## src/verilog/quad_serial_read_master_map.vh

```
// Constants for the quad serial read master
`ifndef QUAD_SERIAL_READ_MASTER_MAP_VH
`define QUAD_SERIAL_READ_MASTER_MAP_VH
`define PIN_MODE_3 2'h0
`define PIN_MODE_4 2'h1
`define PIN_MODE_6 2'h2
`define LANE_SINGLE 2'h0
`define LANE_DUAL 2'h1
`define LANE_QUAD 2'h2
`define SHIFT_WIDTH 128
`define MM_CMD_LEN_M1 7'h07
`define MM_ADDR_LEN_M1 7'h17
`define MM_DATA_LEN_M1 7'h1f
`define MM_WORDS_M1 12'h002
`define MM_STAGE_CMD 2'h0
`define MM_STAGE_ADDR 2'h1
`define LAG_PERIODS_M1 2'h1
`define DIV_ZERO_PERIOD 9'h002
`define DIV_ZERO_HIGH 9'h001
`define STORE_WORDS 4
`endif

```

## src/verilog/rx_word_store.v

```verilog
// Small store for the last received word, registered read
`timescale 1ns/10ps
`default_nettype none
`include "quad_serial_read_master_map.vh"
module rx_word_store (
  input wire clk,
  input wire we,
  input wire [127:0] wdata,
  input wire [1:0] raddr,
  output reg [31:0] rdata
);
  reg [31:0] mem [0:`STORE_WORDS-1];
  integer i;
  always @(posedge clk) begin
    if (we) begin
      for (i = 0; i < `STORE_WORDS; i = i + 1) begin
        mem[i] <= wdata[i*32 +: 32];
      end
    end
    rdata <= mem[raddr];
  end
endmodule
`default_nettype wire

```

## src/verilog/quad_serial_read_master.v

```verilog
// Master-only quad serial read port with memory-mapped read path
`timescale 1ns/10ps
`default_nettype none
`include "quad_serial_read_master_map.vh"
//
// Contract
// - Always master; drives clock and select
// - Reads on one, two or four lines
// - Mapped reads fetch data without software
// - Word length one to 128 bits
// - Frame holds one to 4096 words
// - Three, four or six pin configurations
// - Optional interrupt on word or frame
// - Select to data delay zero to three
// - Divider sets clock; even nonzero settings skew duty
// - Mode zero; clock idles low
// - Incoming data sampled on falling edge
// - Select leads first fall by delay+1
// - Select releases two periods after last fall
// - First bit one period early; change on falls
module quad_serial_read_master (
  input wire clk,
  input wire rst,
  input wire start,
  input wire write_not_read,
  input wire [6:0] word_len_m1,
  input wire [11:0] word_count_m1,
  input wire [127:0] tx_word,
  input wire [1:0] lane_mode,
  input wire [1:0] pin_mode,
  input wire [7:0] serial_clock_divide_setting,
  input wire [1:0] select_to_clock_delay_field,
  input wire clock_phase_select,
  input wire mm_req,
  input wire [23:0] mm_addr,
  input wire [7:0] mm_read_cmd,
  input wire word_irq_en,
  input wire frame_irq_en,
  input wire irq_clear,
  input wire [1:0] rx_sel,
  input wire [3:0] d_in,
  output reg sclk,
  output reg cs_n,
  output wire [3:0] d_out,
  output wire [3:0] d_oe,
  output wire busy,
  output reg word_done,
  output reg frame_done,
  output reg mm_ack,
  output reg [31:0] mm_rdata,
  output wire [31:0] rx_data,
  output reg word_flag,
  output reg frame_flag,
  output wire irq
);
  localparam [4:0] ST_IDLE = 5'h01;
  localparam [4:0] ST_SETUP = 5'h02;
  localparam [4:0] ST_LEAD = 5'h04;
  localparam [4:0] ST_XFER = 5'h08;
  localparam [4:0] ST_LAG = 5'h10;

  function [8:0] sclk_period;
    input [7:0] d;
    begin
      sclk_period = (d == 8'h00) ? `DIV_ZERO_PERIOD : {1'b0, d} + 9'h001;
    end
  endfunction

  function [8:0] sclk_high;
    input [7:0] d;
    reg [8:0] p;
    begin
      p = {1'b0, d} + 9'h001;
      if (d == 8'h00) begin
        sclk_high = `DIV_ZERO_HIGH;
      end else if (d[0]) begin
        sclk_high = p >> 1;
      end else begin
        sclk_high = {1'b0, d} >> 1;
      end
    end
  endfunction

  function [2:0] eff_lanes;
    input [1:0] lm;
    input [1:0] pm;
    input wr;
    begin
      if (wr || pm != `PIN_MODE_6) begin
        eff_lanes = 3'h1;
      end else if (lm == `LANE_QUAD) begin
        eff_lanes = 3'h4;
      end else if (lm == `LANE_DUAL) begin
        eff_lanes = 3'h2;
      end else begin
        eff_lanes = 3'h1;
      end
    end
  endfunction

  function [127:0] shift_in;
    input [127:0] r;
    input [2:0] lanes;
    input [1:0] pm;
    input [3:0] din;
    begin
      if (lanes == 3'h4) begin
        shift_in = {r[123:0], din};
      end else if (lanes == 3'h2) begin
        shift_in = {r[125:0], din[1:0]};
      end else if (pm == `PIN_MODE_3) begin
        shift_in = {r[126:0], din[0]};
      end else begin
        shift_in = {r[126:0], din[1]};
      end
    end
  endfunction

  function [6:0] w_len_m1;
    input m;
    input [1:0] stg;
    input [6:0] sw;
    begin
      if (!m) begin
        w_len_m1 = sw;
      end else if (stg == `MM_STAGE_CMD) begin
        w_len_m1 = `MM_CMD_LEN_M1;
      end else if (stg == `MM_STAGE_ADDR) begin
        w_len_m1 = `MM_ADDR_LEN_M1;
      end else begin
        w_len_m1 = `MM_DATA_LEN_M1;
      end
    end
  endfunction

  function w_wr;
    input m;
    input [1:0] stg;
    input sw;
    begin
      w_wr = m ? (stg == `MM_STAGE_CMD || stg == `MM_STAGE_ADDR) : sw;
    end
  endfunction

  function [127:0] w_tx;
    input m;
    input [1:0] stg;
    input [127:0] sw;
    input [7:0] c;
    input [23:0] a;
    input [6:0] ln;
    reg [6:0] l;
    begin
      l = w_len_m1(m, stg, 7'h00);
      if (!m) begin
        w_tx = sw << (7'h7f - ln);
      end else if (stg == `MM_STAGE_CMD) begin
        w_tx = {c, 120'h0};
      end else if (stg == `MM_STAGE_ADDR) begin
        w_tx = {a, 104'h0};
      end else begin
        w_tx = {121'h0, l};
      end
    end
  endfunction

  reg [4:0] state;
  reg mm;
  reg [1:0] stage;
  reg [7:0] div_q;
  reg [1:0] dd_q;
  reg [1:0] lane_q;
  reg [1:0] pin_q;
  reg wr_q;
  reg [6:0] len_m1_q;
  reg [11:0] cnt_m1_q;
  reg [127:0] tx_q;
  reg [7:0] cmd_q;
  reg [23:0] addr_q;
  reg [8:0] div_cnt;
  reg [1:0] per_cnt;
  reg [7:0] bits_left;
  reg [11:0] words_left;
  reg [127:0] tx_sh;
  reg [127:0] rx_sh;
  reg store_we;

  wire [8:0] period = sclk_period(div_q);
  wire [8:0] low_time = period - sclk_high(div_q);
  wire period_end = (div_cnt == period - 9'h001);
  wire cur_wr = w_wr(mm, stage, wr_q);
  wire [2:0] cur_lanes = eff_lanes(lane_q, pin_q, cur_wr);
  wire [127:0] next_rx = shift_in(rx_sh, cur_lanes, pin_q, d_in);
  wire [1:0] next_stage = stage + 2'h1;
  wire last_chunk = (bits_left <= {5'h00, cur_lanes});
  wire active = (state == ST_LEAD) || (state == ST_XFER) || (state == ST_LAG);

  assign busy = (state != ST_IDLE);
  assign irq = word_flag | frame_flag;
  assign d_out = {3'h0, tx_sh[127]};
  // Data line 0 released during dual and quad reads
  assign d_oe = {3'h0, active && (cur_wr || (pin_q != `PIN_MODE_3 && cur_lanes == 3'h1))};

  always @(posedge clk) begin
    if (rst) begin
      state <= ST_IDLE;
      mm <= 1'b0;
      stage <= 2'h0;
      div_q <= 8'h00;
      dd_q <= 2'h0;
      lane_q <= 2'h0;
      pin_q <= 2'h0;
      wr_q <= 1'b0;
      len_m1_q <= 7'h00;
      cnt_m1_q <= 12'h000;
      tx_q <= 128'h0;
      cmd_q <= 8'h00;
      addr_q <= 24'h000000;
      div_cnt <= 9'h000;
      per_cnt <= 2'h0;
      bits_left <= 8'h00;
      words_left <= 12'h000;
      tx_sh <= 128'h0;
      rx_sh <= 128'h0;
      sclk <= 1'b0;
      cs_n <= 1'b1;
      word_done <= 1'b0;
      frame_done <= 1'b0;
      mm_ack <= 1'b0;
      mm_rdata <= 32'h0;
      store_we <= 1'b0;
      word_flag <= 1'b0;
      frame_flag <= 1'b0;
    end else begin
      word_done <= 1'b0;
      frame_done <= 1'b0;
      mm_ack <= 1'b0;
      store_we <= 1'b0;
      if (word_done && word_irq_en) begin
        word_flag <= 1'b1;
      end else if (irq_clear) begin
        word_flag <= 1'b0;
      end
      if (frame_done && frame_irq_en) begin
        frame_flag <= 1'b1;
      end else if (irq_clear) begin
        frame_flag <= 1'b0;
      end
      case (state)
        ST_IDLE: begin
          sclk <= 1'b0;
          cs_n <= 1'b1;
          if (mm_req || start) begin
            mm <= mm_req;
            stage <= `MM_STAGE_CMD;
            div_q <= serial_clock_divide_setting;
            dd_q <= select_to_clock_delay_field;
            lane_q <= lane_mode;
            pin_q <= pin_mode;
            wr_q <= mm_req ? 1'b0 : write_not_read;
            len_m1_q <= word_len_m1;
            cnt_m1_q <= word_count_m1;
            tx_q <= tx_word;
            cmd_q <= mm_read_cmd;
            addr_q <= mm_addr;
            state <= ST_SETUP;
          end
        end
        ST_SETUP: begin
          cs_n <= 1'b0;
          div_cnt <= 9'h000;
          per_cnt <= 2'h0;
          words_left <= mm ? `MM_WORDS_M1 : cnt_m1_q;
          bits_left <= {1'b0, w_len_m1(mm, stage, len_m1_q)} + 8'h01;
          rx_sh <= 128'h0;
          if (dd_q == 2'h0) begin
            tx_sh <= w_tx(mm, stage, tx_q, cmd_q, addr_q, len_m1_q);
            state <= ST_XFER;
          end else begin
            tx_sh <= 128'h0;
            state <= ST_LEAD;
          end
        end
        ST_LEAD: begin
          div_cnt <= period_end ? 9'h000 : div_cnt + 9'h001;
          if (period_end) begin
            per_cnt <= per_cnt + 2'h1;
            if (per_cnt == dd_q - 2'h1) begin
              tx_sh <= w_tx(mm, stage, tx_q, cmd_q, addr_q, len_m1_q);
              state <= ST_XFER;
            end
          end
        end
        ST_XFER: begin
          if (period_end) begin
            div_cnt <= 9'h000;
            sclk <= 1'b0;
            rx_sh <= next_rx;
            if (!last_chunk) begin
              bits_left <= bits_left - {5'h00, cur_lanes};
              tx_sh <= {tx_sh[126:0], 1'b0};
            end else begin
              word_done <= 1'b1;
              store_we <= 1'b1;
              if (words_left != 12'h000) begin
                words_left <= words_left - 12'h001;
                stage <= next_stage;
                bits_left <= {1'b0, w_len_m1(mm, next_stage, len_m1_q)} + 8'h01;
                tx_sh <= w_tx(mm, next_stage, tx_q, cmd_q, addr_q, len_m1_q);
              end else begin
                per_cnt <= 2'h0;
                state <= ST_LAG;
                if (mm) begin
                  mm_rdata <= next_rx[31:0];
                end
              end
            end
          end else begin
            div_cnt <= div_cnt + 9'h001;
            if (div_cnt + 9'h001 == low_time) begin
              sclk <= 1'b1;
            end
          end
        end
        ST_LAG: begin
          div_cnt <= period_end ? 9'h000 : div_cnt + 9'h001;
          if (period_end) begin
            per_cnt <= per_cnt + 2'h1;
            if (per_cnt == `LAG_PERIODS_M1) begin
              cs_n <= 1'b1;
              frame_done <= 1'b1;
              mm_ack <= mm;
              state <= ST_IDLE;
            end
          end
        end
        default: begin
          state <= ST_IDLE;
          cs_n <= 1'b1;
          sclk <= 1'b0;
        end
      endcase
    end
  end

  rx_word_store store (
    .clk(clk),
    .we(store_we),
    .wdata(rx_sh),
    .raddr(rx_sel),
    .rdata(rx_data)
  );
endmodule
`default_nettype wire

```

## config.mk

```make
export PLATFORM = sky130hd
export DESIGN_NAME = quad_serial_read_master
export DESIGN_NICKNAME = d
export VERILOG_FILES = /design/src/verilog/rx_word_store.v /design/src/verilog/quad_serial_read_master.v
export VERILOG_INCLUDE_DIRS = /design/src /design/src/verilog
export SDC_FILE = /design/constraint.sdc
export NUM_CORES = 2
export LEC_CHECK = 0
export BUFFER_PORTS_ARGS = -buffer_cell sky130_fd_sc_hd__buf_4
export CORE_MARGIN = 2
export CORE_UTILIZATION = 50
export DETAILED_ROUTE_END_ITERATION = 16
export MAX_ROUTING_LAYER = met4
export PLACE_DENSITY_LB_ADDON = 0.15
export SYNTH_ARGS = -nofsm -noshare
export SYNTH_HDL_FRONTEND = slang
export SYNTH_SLANG_ARGS = --single-unit
```

## constraint.sdc

```tcl
create_clock -name clk -period 8.7 [get_ports clk]
set_input_delay 0.87 -clock clk [delete_from_list [all_inputs] [get_ports clk]]
set_output_delay 0.87 -clock clk [all_outputs]
set_load 0.01 [all_outputs]
```

==> results.sh <==
export IMPL_clkSlewWorstSetupHoldPaths_ns=0.06
export IMPL_finalCritPeriodShare_pct=65.3
export IMPL_numCtsBuffers=75
export IMPL_drv_cap=0
export IMPL_row_count=104
export IMPL_ys_seq_elements=688
export IMPL_synth_async_reset_ratio_pct=0
export IMPL_final_cell_area_um2=45500
export IMPL_yosysUniqueCellTypes=90
export IMPL_fin_util_pct=56.6
export IMPL_cp_start_kind="flop"
export IMPL_post_drt_via_cell_ratio=6.57
export IMPL_critPathRequiredTime_ns=9.24
export IMPL_antenna_found_initial=5
export IMPL_fin_tns_setup_ns=0
export IMPL_clock_latency_ns=0.65
export IMPL_cts_resized=0
export IMPL_gr_total_overflow=0
export IMPL_crit_start="stage[0]"
export IMPL_synth_edf_count=128
export IMPL_cp_slowest_stage_delay_ns=0.69
export IMPL_seq_area_frac_synth_pct=37.1
export IMPL_final_common_cell="nand2_1"
export IMPL_r2r_start="stage[0]"
export IMPL_clock_sinks=688
export IMPL_slew_headroom_pct=6.55
export IMPL_clk_path_buf_depth=3
export IMPL_power_leakage_uw=0.0173
export IMPL_vias=37800
export IMPL_slowest_stage="o21a_2"
export IMPL_worst_setup_path_type="reg -> reg"
export IMPL_ir_drop_uv=163
export IMPL_cp_max_fo=54
export IMPL_hp_class="reg -> reg"
export IMPL_core_um2=80400
export IMPL_cts_setup_buffers=0
export IMPL_drv_slew=0
export IMPL_hold_viol_final=0
export IMPL_synth_warnings=0
export IMPL_die_w_um=289
export IMPL_r2r_cells=17
export IMPL_worstMarginPinSlew_ns=1.39
export IMPL_track_usage_pct=35.8
export IMPL_die_h_um=289
export IMPL_cts_tree="done"
export IMPL_final_cell_mix="830 x nand2_1, 553 x dfxtp_1, 530 x a21oi_1, 335 x nor2_1, 333 x buf_4"
export IMPL_ctsRootBufferMaster="clkbuf_16"
export IMPL_synthesis_area_um2=40600
export IMPL_worstPathCellList="inv_1 > ha_1 > or3b_2 > a21oi_1 > and2_1 > nand2_1 > ha_1 > nor2b_1 > o21a_1 > or4_1 > nor2_1 > nor2_1 > nand4_1 > o21a_2 > buf_4 > a211oi_1 > nor3_1"
export IMPL_multi_input_area_um2=23800
export IMPL_cts_htree_levels=3
export IMPL_dp_hpwl_mm=103
export IMPL_io_pins=289
export IMPL_nets=4864
export IMPL_syn2layout_area_growth_pct=12.1
export IMPL_initial_utilization_pct=50.5
export IMPL_max_freq_mhz=176
export IMPL_dr_pass1_iters=7
export IMPL_grt_start_max_net_pins=217
export IMPL_setup_violations=0
export IMPL_gp_congestion=1.07
export IMPL_routedWlPerCell_um=25.8
export IMPL_die_area_um2=83500
export IMPL_period_needed_ns=5.68
export IMPL_synth_main_ff_cell="dfxtp_1"
export IMPL_totalPowerFinal_uw=9420
export IMPL_hp_start="mm_rdata[14]"
export IMPL_hold_slack_ns=0.451
export IMPL_first_global_vias=34500
export IMPL_drt_iter0_markers=4585
export IMPL_ant_nets=0
export IMPL_crit_end="tx_sh[68]"
export IMPL_reg2reg_to="tx_sh[68]"
export IMPL_critPathArrivalTime_ns=6.22
export IMPL_seqCellArea_um2=15100
export IMPL_postPlaceCellArea_um2=43000
export IMPL_syn_instance_count=4641
export IMPL_syn_area_per_cell_um2=8.75
export IMPL_status="finished clean"
export IMPL_numPortBuffers=281
export IMPL_rsz0062_at_grt="false"
export IMPL_end_kind="flop"
export IMPL_skew_ns=0.0527
export IMPL_grt_pass1_wl_mm=222
export IMPL_drive_gt1_share_pct=17.0
export IMPL_wl_mm=148
export IMPL_reg2reg_setup_slack_ns=3.02
export IMPL_ctsHoldBuffers=0
export IMPL_pwr_density_cell_nw_per_um2=207
export IMPL_drcViolationCount=0
export IMPL_fill_cells=7431
-- synthesized netlist by cell type, types with 14 or more instances --
master / n / area (um2)
nand2_1: 830 / 3120
dfxtp_1: 560 / 11200
a21oi_1: 532 / 2660
nor2_1: 341 / 1280
clkbuf_1: 309 / 1160
mux2i_1: 233 / 2330
mux4_2: 199 / 4480
nand3_1: 184 / 921
nor3_1: 131 / 656
edfxtp_1: 128 / 3840
o211ai_1: 125 / 938
o21ai_0: 108 / 541
a211oi_1: 91 / 683
mux2_2: 91 / 1020
a221oi_1: 70 / 613
buf_2: 61 / 305
buf_1: 54 / 203
o22ai_1: 52 / 325
a22oi_1: 37 / 278
inv_1: 34 / 128
xnor2_1: 32 / 280
a31oi_1: 26 / 163
ha_1: 25 / 313
o221ai_1: 20 / 175
xor2_1: 20 / 175
a22o_1: 18 / 158
a311oi_1: 17 / 149
or3_1: 16 / 100
nand2b_1: 15 / 93.8
nor2b_1: 15 / 93.8
nand4_1: 14 / 87.6
or2_2: 14 / 87.6
-- metal layers --
| metal | share of wire [%] | global-route usage [%] | vias up |
|---|---|---|---|
| met5 | 0 | - | - |
| met1 | 43 | 49.5 | 18500 |
| met2 | 44 | 52.5 | 1812 |
| met3 | 8.5 | 6.02 | 312 |
| li1 | - | - | 17200 |
| met4 | 4.4 | 13.8 | 0 |
-- through the flow --
step                cells  worst slack (ns)
finish               5755              3.02
global route         5755              2.66
CTS                  5751              3.10
detailed placement   5612              3.18
global placement     5612              3.27
floorplan            4646              4.67
-- cells by family after synthesis --
| kind of cell | Yosys count | synth area share [%] |
|---|---|---|
| fa+ha+maj | 27 | 0.869 |
| flops | 688 | 37.1 |
| other cells | 1 | 0.00924 |
| simple gates | 1632 | 17.2 |
| buf+inv | 475 | 4.69 |
| mux | 523 | 19.3 |
| compound gates | 1242 | 19.7 |
| xor+xnor | 53 | 1.18 |
-- sequential cells by signal, indices dropped and copies added (netlist names), 5 cells and up --
name         flops
len_m1_q         7
tx_q           128
div_cnt          9
store.rdata     32
bits_left        8
words_left      12
div_q            8
store.mem      128
rx_sh          128
addr_q          24
state            5
tx_sh          128
cnt_m1_q        12
mm_rdata        32
cmd_q            8
-- power breakdown --
| part | internal, uW | leakage [uW] | switching (uW) |
|---|---|---|---|
| combinational | 910 | 0.0103 | 1620 |
| sequential | 3400 | 0.00575 | 262 |
| clock | 1820 | 0.00121 | 1400 |
| total | 6130 | 0.0173 | 3290 |
-- worst max-delay path: cells and delay by family (launching register included) --
family / cells / cell delay, ns
adders and majority gates: 2 / 0.78
AOI/OAI and AO/OA: 4 / 1.24
buffers and inverters: 2 / 0.73
and+or+nand+nor: 9 / 2.38
DFF: 1 / 0.38
-- cell type report --
| class | instances | area share, % |
|---|---|---|
| inverters | 40 | 0.335 |
| multi-input cells | 3483 | 52.3 |
| clock inverters | 28 | 0.803 |
| diodes | 4 | 0.0220 |
| flip-flops and latches | 688 | 33.1 |
| repair buffers | 341 | 5.83 |
| clock buffers | 111 | 4.69 |
| well taps | 1060 | 2.91 |
-- worst min path at each step --
stage,end,slack (ns),cells past startpoint
finish,mm_rdata[14],0.45,2
global route,div_q[7],0.44,3
CTS,div_q[7],0.43,3
detailed placement,wr_q,0.44,2
global placement,wr_q,0.44,2
floorplan,store.mem[3][31],0.41,0
Note: power is estimated with default switching activity, not from simulation.
